**config.mk**
```make
export PLATFORM = sky130hd
export DESIGN_NAME = lcd_instruction_decoder
export DESIGN_NICKNAME = d
export VERILOG_FILES = /design/src/lcd_decoder_pkg.sv /design/src/lcd_clock_divider.sv /design/src/lcd_address_stepper.sv /design/src/lcd_instruction_decoder.sv
export SDC_FILE = /design/constraint.sdc
export NUM_CORES = 2
export LEC_CHECK = 0
export BUFFER_PORTS_ARGS = -buffer_cell sky130_fd_sc_hd__buf_2
export CAP_MARGIN = 20
export CORE_MARGIN = 5
export CORE_UTILIZATION = 60
export DETAILED_ROUTE_END_ITERATION = 8
export HOLD_SLACK_MARGIN = 0.05
export PLACE_DENSITY_LB_ADDON = 0.1
export SETUP_SLACK_MARGIN = 0.05
export SLEW_MARGIN = 20
export SYNTH_ARGS = -nofsm -noshare
export SYNTH_HDL_FRONTEND = slang
export SYNTH_SLANG_ARGS = --single-unit
```
**constraint.sdc**
```tcl
create_clock -name clk_i -period 11.16 [get_ports clk_i]
set_clock_uncertainty 0.05 [all_clocks]
set_input_delay 2.79 -clock clk_i [delete_from_list [all_inputs] [get_ports clk_i]]
set_output_delay 2.79 -clock clk_i [all_outputs]
set_load 0.02 [all_outputs]
```
**src/lcd_decoder_pkg.sv**
```systemverilog
// lcd_decoder_pkg: shared constants and types of the instruction decoder
// assumes: no surroundings; pure definitions
package lcd_decoder_pkg;

  // bus map, word offsets as byte addresses
  localparam logic [3:0] OFS_INSTR  = 4'h0;
  localparam logic [3:0] OFS_DATA   = 4'h4;
  localparam logic [3:0] OFS_MODE   = 4'h8;
  localparam logic [3:0] OFS_STATUS = 4'hC;

  // address counter width and ram sizes
  localparam int AC_W        = 7;
  localparam int TEXT_DEPTH  = 128;
  localparam int GLYPH_DEPTH = 64;
  localparam int ICON_DEPTH  = 16;

  // text line wrap points
  localparam logic [6:0] LINE2_START = 7'h40;
  localparam logic [6:0] ONE_LAST    = 7'h4F;
  localparam logic [6:0] TWO_L1_LAST = 7'h27;
  localparam logic [6:0] TWO_L2_LAST = 7'h67;
  localparam logic [4:0] FOUR_COL_LAST = 5'h13;

  // scroll quantity saturation
  localparam logic [5:0] SCROLL_MAX  = 6'h30;

  // busy time, 39 us at 25 MHz
  localparam int CLK_HZ        = 25000000;
  localparam int EXEC_NS       = 39000;
  localparam int EXEC_CYCLES   = (EXEC_NS * (CLK_HZ / 1000000) + 999) / 1000;

  // reset values
  localparam logic RST_BUS_WIDTH = 1'b1;
  localparam logic RST_TWO_LINE  = 1'b1;
  localparam logic RST_STEP_UP   = 1'b1;

  typedef enum logic [1:0] {
    RAM_TEXT  = 2'b00,
    RAM_GLYPH = 2'b01,
    RAM_ICON  = 2'b10
  } ram_sel_t;

  typedef enum logic [1:0] {
    LINES_ONE  = 2'b00,
    LINES_TWO  = 2'b01,
    LINES_FOUR = 2'b10
  } line_mode_t;

  // display-side settings carried together
  typedef struct packed {
    logic       bus_width_bit;
    logic       two_line;
    logic       four_row_bit;
    logic       extended_page_bit;
    logic       blink_attr_on;
    logic       slow_clock_bit;
    logic [3:0] line_scroll_enables;
    logic [5:0] scroll_amount;
  } lcd_config_t;

endpackage

```
**src/lcd_clock_divider.sv**
```systemverilog
// lcd_clock_divider: one-cycle enable at clk/1, /2 or /4
// assumes: single clock, synchronous active-high reset
`timescale 1ns/100ps
`default_nettype none
module lcd_clock_divider (
  // clock and reset
  input  wire logic       clk_i,
  input  wire logic       rst_i,
  // ratio select: 0 full, 1 half, 2 quarter
  input  wire logic [1:0] ratio_i,
  // enable out
  output logic            tick_o
);
  logic [1:0] count;

  always_ff @(posedge clk_i) begin
    if (rst_i) begin
      count <= 2'h0;
    end else begin
      count <= count + 2'h1;
    end
  end

  always_comb begin
    case (ratio_i)
      2'h1:    tick_o = (count[0] == 1'b1);
      2'h2:    tick_o = (count == 2'h3);
      default: tick_o = 1'b1;
    endcase
  end
endmodule
`default_nettype wire

```
**src/lcd_address_stepper.sv**
```systemverilog
// lcd_address_stepper: next address counter value after a step
// assumes: combinational only, used by the decoder
`timescale 1ns/100ps
`default_nettype none
module lcd_address_stepper (
  // current state
  input  wire logic [6:0] ac_i,
  input  wire logic [1:0] ram_i,
  input  wire logic [1:0] lines_i,
  input  wire logic       up_i,
  // result
  output logic [6:0]      next_ac_o
);
  always_comb begin
    next_ac_o = up_i ? ac_i + 7'h01 : ac_i - 7'h01;
    if (ram_i == lcd_decoder_pkg::RAM_GLYPH) begin
      next_ac_o = {1'b0, next_ac_o[5:0]};
    end else if (ram_i == lcd_decoder_pkg::RAM_ICON) begin
      next_ac_o = {3'h0, next_ac_o[3:0]};
    end else if (lines_i == lcd_decoder_pkg::LINES_ONE) begin
      if (up_i && ac_i == lcd_decoder_pkg::ONE_LAST) begin
        next_ac_o = 7'h00;
      end else if (!up_i && ac_i == 7'h00) begin
        next_ac_o = lcd_decoder_pkg::ONE_LAST;
      end
    end else if (lines_i == lcd_decoder_pkg::LINES_TWO) begin
      if (up_i && ac_i == lcd_decoder_pkg::TWO_L1_LAST) begin
        next_ac_o = lcd_decoder_pkg::LINE2_START;
      end else if (up_i && ac_i == lcd_decoder_pkg::TWO_L2_LAST) begin
        next_ac_o = 7'h00;
      end else if (!up_i && ac_i == lcd_decoder_pkg::LINE2_START) begin
        next_ac_o = lcd_decoder_pkg::TWO_L1_LAST;
      end else if (!up_i && ac_i == 7'h00) begin
        next_ac_o = lcd_decoder_pkg::TWO_L2_LAST;
      end
    end else begin
      if (up_i && ac_i[4:0] == lcd_decoder_pkg::FOUR_COL_LAST) begin
        next_ac_o = {ac_i[6:5] + 2'h1, 5'h00};
      end else if (!up_i && ac_i[4:0] == 5'h00) begin
        next_ac_o = {ac_i[6:5] - 2'h1, lcd_decoder_pkg::FOUR_COL_LAST};
      end
    end
  end
endmodule
`default_nettype wire

```
**src/lcd_instruction_decoder.sv**
```systemverilog
// lcd_instruction_decoder: instruction decoder, address counter and rams
// assumes: classic wishbone master on clk_i; host pacing via busy bit
//
// Functional notes
// - page 0 shift code: cursor left/right steps counter, display shifts.
// - two-line mode: cursor goes to line two after digit 40.
// - four-line mode: cursor goes to next line after each digit 20.
// - display shift affects all lines, address counter untouched.
// - page 1 scroll-enable loads four per-line enables from low nibble.
// - bus width bit: set 8-bit, clear 4-bit with two nibble writes.
// - line bit picks one or two lines unless four-row bit set.
// - extended page bit gates extended set, icon address, scroll, blink.
// - blink enable makes glyph and icon bytes blink by top two bits.
// - low power with expansion pin low divides clock by four or two.
// - low power frame rate drops to 5/6; host avoids display shift.
// - page 0 code 01 loads 6-bit glyph address, selects glyph ram.
// - page 1 code 01 loads 4-bit icon address, selects icon ram.
// - page 0 top bit loads 7-bit text address, selects text ram.
// - valid text addresses follow line mode ranges.
// - page 1 top bit loads scroll amount, 48 when upper bits set.
// - status read returns busy in bit 7 and counter below.
// - data write stores byte to selected ram, counter steps.
// - read without prior address set returns stale first byte.
// - cursor shift reloads text read register like address set.
// - entry-mode direction bit selects increment or decrement.
`timescale 1ns/100ps
`default_nettype none
module lcd_instruction_decoder #(
  parameter int EXEC_CYCLES = lcd_decoder_pkg::EXEC_CYCLES
) (
  // clock and reset
  input  wire logic        clk_i,
  input  wire logic        rst_i,
  // wishbone slave
  input  wire logic        cyc_i,
  input  wire logic        stb_i,
  input  wire logic        we_i,
  input  wire logic [3:0]  adr_i,
  input  wire logic [3:0]  sel_i,
  input  wire logic [31:0] dat_i,
  output logic [31:0]      dat_o,
  output logic             ack_o,
  // board strap
  input  wire logic        expansion_driver_pin_i,
  // display-side state
  output lcd_decoder_pkg::lcd_config_t cfg_o,
  output logic [1:0]       line_mode_o,
  output logic [6:0]       display_offset_o,
  output logic             blink_glyph_o,
  output logic             slow_tick_o
);
  initial begin
    if (EXEC_CYCLES < 1 || EXEC_CYCLES > 65535) begin
      $error("EXEC_CYCLES out of range");
    end
  end

  lcd_decoder_pkg::lcd_config_t cfg;
  logic [6:0]  address_counter;
  logic [1:0]  ram_sel;
  logic        step_up;
  logic        display_shift_on;
  logic [6:0]  display_offset;
  logic        read_valid;
  logic [7:0]  read_latch;
  logic [15:0] busy_count;
  logic        busy_indicator;
  logic        nibble_high_done;
  logic [3:0]  nibble_high;
  logic [7:0]  text_ram  [lcd_decoder_pkg::TEXT_DEPTH];
  logic [7:0]  glyph_ram [lcd_decoder_pkg::GLYPH_DEPTH];
  logic [7:0]  icon_ram  [lcd_decoder_pkg::ICON_DEPTH];
  logic [1:0]  line_mode;
  logic [6:0]  stepped_ac;
  logic [6:0]  next_ac;
  logic        tick;
  logic [1:0]  ratio;
  logic [1:0]  ram_sel_next;

  // bus strobes
  logic access;
  logic wr_word;
  logic rd_word;
  assign access  = cyc_i && stb_i && !ack_o;
  assign wr_word = access && we_i && sel_i[0];
  assign rd_word = access && !we_i;

  // byte assembly in 4-bit mode
  logic       byte_ready;
  logic [7:0] host_byte;
  logic       is_instr;
  logic       is_data;
  assign is_instr = (adr_i == lcd_decoder_pkg::OFS_INSTR);
  assign is_data  = (adr_i == lcd_decoder_pkg::OFS_DATA);
  assign byte_ready = wr_word && (is_instr || is_data) &&
                      (cfg.bus_width_bit || nibble_high_done);
  assign host_byte  = cfg.bus_width_bit ? dat_i[7:0] : {nibble_high, dat_i[3:0]};

  // data read pairing in 4-bit mode
  logic rd_data_byte;
  logic rd_nibble_low;
  assign rd_data_byte = rd_word && is_data && (cfg.bus_width_bit || rd_nibble_low);

  logic       instr_wr;
  logic       data_wr;
  assign instr_wr = byte_ready && is_instr;
  assign data_wr  = byte_ready && is_data;

  function automatic logic [1:0] lines_of(input lcd_decoder_pkg::lcd_config_t c);
    if (c.four_row_bit) begin
      lines_of = lcd_decoder_pkg::LINES_FOUR;
    end else if (c.two_line) begin
      lines_of = lcd_decoder_pkg::LINES_TWO;
    end else begin
      lines_of = lcd_decoder_pkg::LINES_ONE;
    end
  endfunction

  assign line_mode = lines_of(cfg);

  lcd_address_stepper stepper (
    .ac_i      (address_counter),
    .ram_i     (ram_sel),
    .lines_i   (line_mode),
    .up_i      (step_up),
    .next_ac_o (stepped_ac)
  );

  always_comb begin
    ratio = 2'h0;
    if (cfg.slow_clock_bit && !expansion_driver_pin_i) begin
      ratio = (line_mode == lcd_decoder_pkg::LINES_ONE) ? 2'h2 : 2'h1;
    end
  end

  lcd_clock_divider divider (
    .clk_i   (clk_i),
    .rst_i   (rst_i),
    .ratio_i (ratio),
    .tick_o  (tick)
  );

  // nibble phase tracking
  always_ff @(posedge clk_i) begin
    if (rst_i) begin
      nibble_high_done <= 1'b0;
      nibble_high      <= 4'h0;
      rd_nibble_low    <= 1'b0;
    end else if (cfg.bus_width_bit) begin
      nibble_high_done <= 1'b0;
      rd_nibble_low    <= 1'b0;
    end else begin
      if (wr_word && (is_instr || is_data)) begin
        nibble_high_done <= !nibble_high_done;
        nibble_high      <= dat_i[3:0];
      end
      if (rd_word && (is_instr || is_data)) begin
        rd_nibble_low <= !rd_nibble_low;
      end
    end
  end

  // instruction decode and address counter
  always_comb begin
    next_ac = address_counter;
    if (instr_wr) begin
      if (host_byte[7]) begin
        if (!cfg.extended_page_bit) begin
          next_ac = host_byte[6:0];
        end
      end else if (host_byte[6]) begin
        if (cfg.extended_page_bit) begin
          next_ac = {3'h0, host_byte[3:0]};
        end else begin
          next_ac = {1'b0, host_byte[5:0]};
        end
      end else if (host_byte[7:4] == 4'h1 && !cfg.extended_page_bit && !host_byte[3]) begin
        next_ac = host_byte[2] ? stepped_ac_dir(1'b1) : stepped_ac_dir(1'b0);
      end else if (host_byte[7:1] == 7'h01) begin
        next_ac = 7'h00;
      end else if (host_byte == 8'h01) begin
        next_ac = 7'h00;
      end
    end else if (data_wr || rd_data_byte) begin
      next_ac = stepped_ac;
    end
  end

  // direction override for cursor moves
  logic       cursor_dir;
  logic [6:0] cursor_ac;
  assign cursor_dir = host_byte[2];
  lcd_address_stepper cursor_stepper (
    .ac_i      (address_counter),
    .ram_i     (ram_sel),
    .lines_i   (line_mode),
    .up_i      (cursor_dir),
    .next_ac_o (cursor_ac)
  );

  function automatic logic [6:0] stepped_ac_dir(input logic dir);
    stepped_ac_dir = cursor_ac;
  endfunction

  always_ff @(posedge clk_i) begin
    if (rst_i) begin
      address_counter <= 7'h00;
    end else begin
      address_counter <= next_ac;
    end
  end

  // configuration and selection state
  always_ff @(posedge clk_i) begin
    if (rst_i) begin
      cfg               <= '0;
      cfg.bus_width_bit <= lcd_decoder_pkg::RST_BUS_WIDTH;
      cfg.two_line      <= lcd_decoder_pkg::RST_TWO_LINE;
      ram_sel           <= lcd_decoder_pkg::RAM_TEXT;
      step_up           <= lcd_decoder_pkg::RST_STEP_UP;
      display_shift_on  <= 1'b0;
    end else if (instr_wr) begin
      if (host_byte[7:5] == 3'b001) begin
        // page bit held until next function set
        cfg.bus_width_bit     <= host_byte[4];
        cfg.two_line          <= host_byte[3];
        cfg.extended_page_bit <= host_byte[2];
        // blink and low power only on page 1
        if (host_byte[2]) begin
          cfg.blink_attr_on  <= host_byte[1];
          cfg.slow_clock_bit <= host_byte[0];
        end
      end else if (host_byte[7]) begin
        if (!cfg.extended_page_bit) begin
          ram_sel <= lcd_decoder_pkg::RAM_TEXT;
        end
        if (cfg.extended_page_bit) begin
          cfg.scroll_amount <= (host_byte[5:4] == 2'b11) ? lcd_decoder_pkg::SCROLL_MAX
                                                         : host_byte[5:0];
        end
      end else if (host_byte[6]) begin
        ram_sel <= cfg.extended_page_bit ? lcd_decoder_pkg::RAM_ICON : lcd_decoder_pkg::RAM_GLYPH;
      end else if (host_byte[7:4] == 4'h1) begin
        if (cfg.extended_page_bit) begin
          cfg.line_scroll_enables <= host_byte[3:0];
        end
      end else if (host_byte[7:3] == 5'b00001) begin
        if (cfg.extended_page_bit) begin
          cfg.four_row_bit <= host_byte[0];
        end
      end else if (host_byte[7:2] == 6'b000001) begin
        step_up          <= host_byte[1];
        display_shift_on <= host_byte[0];
      end else if (host_byte == 8'h01) begin
        step_up <= 1'b1;
        ram_sel <= lcd_decoder_pkg::RAM_TEXT;
      end
    end
  end

  // display shift offset
  always_ff @(posedge clk_i) begin
    if (rst_i) begin
      display_offset <= 7'h00;
    end else if (instr_wr && host_byte[7:1] <= 7'h01 && host_byte != 8'h00) begin
      display_offset <= 7'h00;
    end else if (instr_wr && host_byte[7:4] == 4'h1 && host_byte[3] &&
                 !cfg.extended_page_bit) begin
      display_offset <= host_byte[2] ? display_offset - 7'h01 : display_offset + 7'h01;
    end else if (data_wr && display_shift_on && ram_sel == lcd_decoder_pkg::RAM_TEXT) begin
      display_offset <= step_up ? display_offset + 7'h01 : display_offset - 7'h01;
    end
  end

  // ram writes
  always_ff @(posedge clk_i) begin
    if (data_wr) begin
      if (ram_sel == lcd_decoder_pkg::RAM_GLYPH) begin
        glyph_ram[address_counter[5:0]] <= host_byte;
      end else if (ram_sel == lcd_decoder_pkg::RAM_ICON) begin
        icon_ram[address_counter[3:0]] <= host_byte;
      end else begin
        // text write only inside line range
        if (text_addr_ok(address_counter, line_mode)) begin
          text_ram[address_counter] <= host_byte;
        end
      end
    end
  end

  function automatic logic text_addr_ok(input logic [6:0] a, input logic [1:0] m);
    if (m == lcd_decoder_pkg::LINES_ONE) begin
      text_addr_ok = (a <= lcd_decoder_pkg::ONE_LAST);
    end else if (m == lcd_decoder_pkg::LINES_TWO) begin
      text_addr_ok = (a[5:0] <= lcd_decoder_pkg::TWO_L1_LAST[5:0]);
    end else begin
      text_addr_ok = (a[4:0] <= lcd_decoder_pkg::FOUR_COL_LAST);
    end
  endfunction

  // read latch: refreshed by address set, cursor shift or data read
  logic reload;
  assign reload = instr_wr && (host_byte[7] || host_byte[6] ||
                  (host_byte[7:3] == 5'b00010 && !cfg.extended_page_bit));
  always_ff @(posedge clk_i) begin
    if (rst_i) begin
      read_valid <= 1'b0;
      read_latch <= 8'h00;
    end else if (reload || rd_data_byte) begin
      read_valid <= 1'b1;
      if (ram_sel_next == lcd_decoder_pkg::RAM_GLYPH) begin
        read_latch <= glyph_ram[next_ac[5:0]];
      end else if (ram_sel_next == lcd_decoder_pkg::RAM_ICON) begin
        read_latch <= icon_ram[next_ac[3:0]];
      end else begin
        read_latch <= text_ram[next_ac];
      end
    end
  end

  always_comb begin
    ram_sel_next = ram_sel;
    if (instr_wr && host_byte[7] && !cfg.extended_page_bit) begin
      ram_sel_next = lcd_decoder_pkg::RAM_TEXT;
    end else if (instr_wr && host_byte[6]) begin
      ram_sel_next = cfg.extended_page_bit ? lcd_decoder_pkg::RAM_ICON
                                           : lcd_decoder_pkg::RAM_GLYPH;
    end
  end

  // busy timer, slowed by low power tick
  always_ff @(posedge clk_i) begin
    if (rst_i) begin
      busy_count <= 16'h0000;
    end else if (instr_wr || data_wr) begin
      busy_count <= 16'(EXEC_CYCLES);
    end else if (busy_count != 16'h0000 && tick) begin
      busy_count <= busy_count - 16'h0001;
    end
  end
  assign busy_indicator = (busy_count != 16'h0000);

  // blink phase from slow tick
  logic [15:0] blink_count;
  always_ff @(posedge clk_i) begin
    if (rst_i) begin
      blink_count <= 16'h0000;
    end else if (tick) begin
      blink_count <= blink_count + 16'h0001;
    end
  end

  // bus answer
  always_ff @(posedge clk_i) begin
    if (rst_i) begin
      ack_o <= 1'b0;
      dat_o <= 32'h0000_0000;
    end else begin
      ack_o <= access;
      if (rd_word) begin
        if (is_instr) begin
          // busy in bit 7, counter below
          dat_o <= {24'h0, busy_indicator, address_counter};
        end else if (is_data) begin
          dat_o <= {24'h0, read_latch};
        end else if (adr_i == lcd_decoder_pkg::OFS_MODE) begin
          dat_o <= {16'h0, cfg};
        end else if (adr_i == lcd_decoder_pkg::OFS_STATUS) begin
          dat_o <= {22'h0, read_valid, display_shift_on, step_up, ram_sel,
                    line_mode, expansion_driver_pin_i, nibble_high_done, busy_indicator};
        end else begin
          dat_o <= 32'h0000_0000;
        end
      end
    end
  end

  // outputs
  always_ff @(posedge clk_i) begin
    if (rst_i) begin
      cfg_o            <= '0;
      line_mode_o      <= lcd_decoder_pkg::LINES_ONE;
      display_offset_o <= 7'h00;
      blink_glyph_o    <= 1'b0;
    end else begin
      cfg_o            <= cfg;
      line_mode_o      <= line_mode;
      display_offset_o <= display_offset;
      blink_glyph_o    <= cfg.blink_attr_on && blink_count[15];
    end
  end
  assign slow_tick_o = tick;
endmodule
`default_nettype wire

```
# Word level (Yosys, flattened, before mapping)

Memories as Yosys holds them, arrays and structs flattened.
Cells that the tools add are included.

$add $sub $neg: 9
Multipliers: 0
Divide/modulo/power cells: 0
Order comparisons: 4
Equal/unequal tests: 28
Shift-type cells: 0
Multiplexer cells: 83
Bitwise logic cells: 6
Reductions and logical operators: 83

Operators with widths:

| cell                                                                  | count |
|---|---|
| 7-bit two-way mux                                                     | 38 |
| 16-bit two-way mux                                                    | 3 |
| 1-bit logical AND                                                     | 43 |
| 10-bit two-way mux                                                    | 3 |
| 7-bit AND reduction                                                   | 4 |
| 2-bit two-way mux                                                     | 13 |
| 8-bit two-way mux                                                     | 3 |
| 7-bit equality test, second input constant                            | 3 |
| 1-bit two-way mux                                                     | 20 |
| 16-bit by 1-bit adder with 16-bit output, second input constant       | 1 |
| 16-bit nonzero test                                                   | 1 |
| 16-bit by 1-bit subtractor with 16-bit output, second input constant  | 1 |
| 7-bit by 1-bit adder with 7-bit output, second input constant         | 2 |
| 7-bit by 1-bit subtractor with 7-bit output, second input constant    | 2 |
| 6-bit two-way mux                                                     | 2 |
| 2-bit equality test, second input constant                            | 5 |
| 1-bit zero test                                                       | 9 |
| 3-bit != test, second input constant                                  | 3 |
| 2-bit by 1-bit equality test with 1-bit output, second input constant | 4 |
| 4-bit equality test, second input constant                            | 2 |
| 8-bit by 1-bit equality test with 1-bit output, second input constant | 1 |
| 1-bit logical OR                                                      | 8 |
| 8-bit nonzero test                                                    | 1 |
| 7-bit by 1-bit equality test with 1-bit output, second input constant | 1 |
| 28 further kinds                                                      | 40 |

Flip-flop bits (word level): 142
Bits in latches: 0
Bits in writable memories: 1,664
ROM bits: 0
Input bits: 46
Memories: 3

Memory list:

| memory    | words | width | read ports | clocked after memory_dff | write ports | line                          | source |
|---|---|---|---|---|---|---|---|
| text_ram  | 128   | 8     | 1          | 0                        | 1           | lcd_instruction_decoder.sv:70 | `logic [7:0] text_ram [lcd_decoder_pkg::TEXT_DEPTH];` |
| glyph_ram | 64    | 8     | 1          | 0                        | 1           | lcd_instruction_decoder.sv:71 | `logic [7:0] glyph_ram [lcd_decoder_pkg::GLYPH_DEPTH];` |
| icon_ram  | 16    | 8     | 1          | 0                        | 1           | lcd_instruction_decoder.sv:72 | `logic [7:0] icon_ram [lcd_decoder_pkg::ICON_DEPTH];` |

# Depth between registers and ports, before layout

An unclocked memory read counts as a cell.

Depth in word-level cells: 18
Mapped depth: 23

# By module

Synthesis repeated with hierarchy kept, for this count alone.

Cells, all modules: 5,887
Area, all modules: 73,755.7 µm²

By module, submodules not included:

| module                  | instances | cells an instance | area an instance (µm²) | seq. area each (µm²) |
|---|---|---|---|---|
| lcd_instruction_decoder | 1         | 5,693             | 72,406.9               | 52,430.3 |
| lcd_address_stepper     | 2         | 92                | 621.8                  | 0.0 |
| lcd_clock_divider       | 1         | 10                | 105.1                  | 40.0 |

# Worst setup path before layout

OpenSTA, ideal clock, no wires.

Path type: input to register
From: input dat_i[6]
To: register read_latch[0]
Data arrival time: 9.156 ns
Data required time: 10.993 ns
Setup slack: 1.838 ns
Cell stages on the path: 17
Buffers on the path: 4
Path through: nand2_1 o21ai_1 a21oi_1 o311a_1 o21ai_2 and2_4 buf_6 buf_2 buf_2 buf_2 mux2i_1 o221ai_1 o22ai_1 o32ai_1 o21ai_0 nand4_1 a22o_1

Longest elaborated chain between the ends: 11
Elaborated cells on any way between the ends: 29
Classes of those cells: 6 x eq/ne; 12 x mux; 8 x reduce/logical; 3 x memory

RTL lines:

| what                                                                                                             | line                                                           | source |
|---|---|---|
| from (decl)                                                                                                      | lcd_instruction_decoder.sv:40                                  | `input wire logic [31:0] dat_i,` |
| 8-bit two-way mux (*)                                                                                            | lcd_instruction_decoder.sv:97                                  | `assign host_byte = cfg.bus_width_bit ? dat_i[7:0] : {nibble_high, dat_i[3:0]};` |
| via host_byte[6]                                                                                                 | lcd_instruction_decoder.sv:90                                  | `logic [7:0] host_byte;` |
| 8-bit by 1-bit equality test with 1-bit output or 4-bit by 1-bit equality test with 1-bit output (tied branches) | lcd_instruction_decoder.sv:181, lcd_instruction_decoder.sv:177 |  |
| 7-bit two-way mux or 1-bit logical AND (tied branches)                                                           | lcd_instruction_decoder.sv:181, lcd_instruction_decoder.sv:177 |  |
| 7-bit two-way mux or 1-bit logical AND (tied branches)                                                           | lcd_instruction_decoder.sv:179, lcd_instruction_decoder.sv:177 |  |
| 7-bit two-way mux                                                                                                | lcd_instruction_decoder.sv:177                                 | `end else if (host_byte[7:4] == 4'h1 && !cfg.extended_page_bit && !host_byte[3]) begin` |
| 7-bit two-way mux                                                                                                | lcd_instruction_decoder.sv:171                                 | `end else if (host_byte[6]) begin` |
| 7-bit two-way mux                                                                                                | lcd_instruction_decoder.sv:167                                 | `if (host_byte[7]) begin` |
| 7-bit two-way mux                                                                                                | lcd_instruction_decoder.sv:166                                 | `if (instr_wr) begin` |
| memory 128 x 8 bit or memory 16 x 8 bit (tied branches)                                                          | --                                                             |  |
| 8-bit two-way mux                                                                                                | lcd_instruction_decoder.sv:313                                 | `end else if (ram_sel_next == lcd_decoder_pkg::RAM_ICON) begin` |
| 8-bit two-way mux                                                                                                | lcd_instruction_decoder.sv:311                                 | `if (ram_sel_next == lcd_decoder_pkg::RAM_GLYPH) begin` |
| to (signal assigned)                                                                                             | lcd_instruction_decoder.sv:312                                 | `read_latch <= glyph_ram[next_ac[5:0]];` |
| to (signal assigned)                                                                                             | lcd_instruction_decoder.sv:314                                 | `read_latch <= icon_ram[next_ac[3:0]];` |
| to (signal assigned)                                                                                             | lcd_instruction_decoder.sv:316                                 | `read_latch <= text_ram[next_ac];` |
| to (decl)                                                                                                        | lcd_instruction_decoder.sv:65                                  | `logic [7:0] read_latch;` |

The timed path passes the listed nets; every way through them passes the cells marked *.
A chain may end at the register's enable or synchronous reset.

# Final worst setup path

From: input dat_i[4]
To: register read_latch[5]

The elaborated chain is that of the path after synthesis.

==> reports/metrics.cfg <==
[final_layout]
fill_cells=8776
fin_util=0.661
multi_input_area_um2=19200
final_common_cell=edfxtp_1
drive_above_1_share=0.0779
final_cell_mix=1664 x edfxtp_1, 1259 x nand2_1, 331 x nor2_1, 304 x nand3_1, 220 x a21oi_1
layout.nets=5645
regArea_um2=52500
fin_cells=7342
area_growth_pct=9.36

[run_status]
status=complete, no violations

[synth]
synth.distinct_cells=92
yosys_warnings=0
syn_avg_cell_area_um2=13.0
synth-edff-count=1664
syn-instance-count=5646
ys_async_sr_fraction=0
syn_area_um2=73600
yosys_most_used_dff=edfxtp_1
yosysSeqAreaShare=0.713
ys_ff_latch=1789

[timing]
max_slew.worst_pin.slew_ns=1.24
hold_viol=0
maxSlewHeadroom=0.174
setup_viol=0
min_period_ns=8.39
rsz0062_at_grt=no
clock.fmax_mhz=119
maxSlewViolCount=0
tns_ns=0
period_share=0.752
final.setup.worst_slack_ns=2.77

[clocking]
clk_latency_ns=0.80
cts_buffers=176
tritoncts=built
hold_buffers=0
htreeDepth=4
clock_path_buffers=3
root_buffer=clkbuf_16
clk_pin_slew_ns=0.06
cts_resized=0
post_cts_buffers=0
clkSinkCount=1789

[worst_setup_path]
rr_worst_depth=16
path_class=in -> reg
critPathMaxFanout=132
crit_path_end_kind=register
max_stage_delay_ns=1.14
critPathSlowestCell=a2111oi_1
arrival_ns=9.03
crit_path_start_kind=input port
rr_startpoint=cfg[15]
rrSetupSlack_ns=3.92
path_cells=buf_2 > mux2i_1 > inv_8 > nand2_1 > nor2_1 > o311a_1 > o21ai_4 > buf_4 > nand2_4 > buf_12 > nand2_1 > a31oi_1 > a2111oi_1 > o32ai_1 > o31ai_1 > nand4_1 > a22o_1
required_ns=11.80
timing.rr.end=read_latch[5]
crit_start=dat_i[4]
cp_common_cell=nand2_1

[pwr]
p_per_area_nw_per_um2=167
ir_drop_mv=0.180
p_total_mw=13.4
p_leak_nw=27.0

[worst_hold_path]
hold_depth=1
hold_end=divider.count[0]
hold_start=divider.count[0]
worst_hold_path_type=reg -> reg

[floorplanning]
fp.dieW_um=360
start_util=0.604
die_area_um2=130000
ios=106
core_area_um2=122000
die_h_um=360
rows=128

[routing]
drt_drc_violations_left=0
wl_per_cell_um=26.0
drt_iter0_markers=5394
vias_per_cell=6.40
dr.pass1.iters=8
ant_nets=0
dr_total_vias=47000
routed_wl_um=191000

[run]
max_cap_viol_count=0

[grt]
grt_pass1_vias=44800
gr-total-overflow=0
grt_util_all_layers=0.289
antenna_found_initial=5
grt_max_degree=215
grt_pass1_wl_um=285000

[placed_design]
dp.cells=7032
gp_congestion=0.917
dp.final_hpwl_um=110000
place_ws_ns=2.01
numPortBuffers=62

worst max-delay path by stage:
| stage | endpoint | slack, ns | depth (start not counted) |
|---|---|---|---|
| 2_1_floorplan | read_latch[0] | 1.84 | 17 |
| 3_3_place_gp | read_latch[5] | 2.07 | 17 |
| 3_5_place_dp | read_latch[5] | 2.01 | 17 |
| 4_1_cts | read_latch[5] | 2.88 | 17 |
| 5_1_grt | read_latch[5] | 2.62 | 17 |
| 6_report | read_latch[5] | 2.77 | 17 |
worst max-delay path, delay by kind of cell:
kind	cells	cell delay (ns)
buffers and inverters	4	1.35
AO/OA/AOI/OAI	7	2.66
multiplexers	1	0.69
AND/OR/NAND/NOR	5	1.39
metrics by stage:
step	instance area, µm²	hold slack (ns)
final	80500	0.398
after global routing	80500	0.421
after CTS	80500	0.402
after detailed placement	75100	0.389
after global placement	75100	0.381
after floorplan	73700	0.368
area by class of cell:
type                    instances  area share
diodes                          1   0.0000311
clock buffers                 232      0.0594
clock inverters                77     0.00836
inverters                      27     0.00145
multi-input cells            3438       0.239
flip-flops and latches       1789       0.652
well taps                    1625      0.0252
repair buffers                153      0.0151
synthesized netlist by cell type, drive strengths merged (6+ instances only):
cell type	n	share of area
edfxtp	1664	0.68
nand2	1266	0.065
nor2	335	0.017
nand3	305	0.021
buf	259	0.020
a21oi	221	0.015
mux2i	198	0.027
clkbuf	148	0.0076
dfxtp	125	0.034
and3	123	0.010
a311oi	85	0.010
a211oi	83	0.0085
a31oi	80	0.0068
o22ai	73	0.0062
a221oi	63	0.0075
o21ai	60	0.0042
nor3	46	0.0033
a32oi	42	0.0050
a32o	36	0.0049
a2111oi	29	0.0034
nor2b	29	0.0025
inv	26	0.0013
nand4	26	0.0022
o32ai	24	0.0029
o221ai	23	0.0027
xnor2	21	0.0025
a22oi	20	0.0020
xor2	20	0.0024
o31ai	19	0.0020
a22o	14	0.0017
ha	14	0.0024
nand2b	14	0.0012
or4	14	0.0015
and2	13	0.0011
nor4	11	0.0011
or3	11	0.00093
o211ai	10	0.0011
mux4	9	0.0028
mux2	8	0.0013
or4b	8	0.0011
or2	6	0.00051
power by group:
part | internal (mW) | leakage [nW] | total [mW] | switching [mW]
Sequential | 7.34 | 16.0 | 7.36 | 0.0158
Clock | 3.22 | 2.66 | 5.66 | 2.45
Combinational | 0.110 | 8.36 | 0.415 | 0.305
state kept, by name, summed over array words and instances (netlist names), 4 cells and up:
name and count:
nibble_high 4, blink_count 16, busy_count 16, glyph_ram 512, cfg 16, display_offset_o 7, address_counter 7, cfg_o 16
text_ram 1024, icon_ram 128, display_offset 7, dat_o 16, read_latch 8
metal layers:
layer,up-vias,global-route usage,part of all wire
met5,-,0,0.00012
met4,4,0.106,0.036
met3,393,0.0508,0.085
met2,2275,0.459,0.48
met1,23200,0.407,0.40
li1,21100,-,-
cells by family after synthesis:
group / Yosys count / synth area share
mux: 215 / 0.0309
xor+xnor: 41 / 0.00488
fa+ha+maj: 14 / 0.00238
simple gates: 2229 / 0.131
other cells: 1 / 0.0000509
flops: 1789 / 0.713
buf+inv: 434 / 0.0289
compound gates: 923 / 0.0892
(Power assumes the default switching activity.)
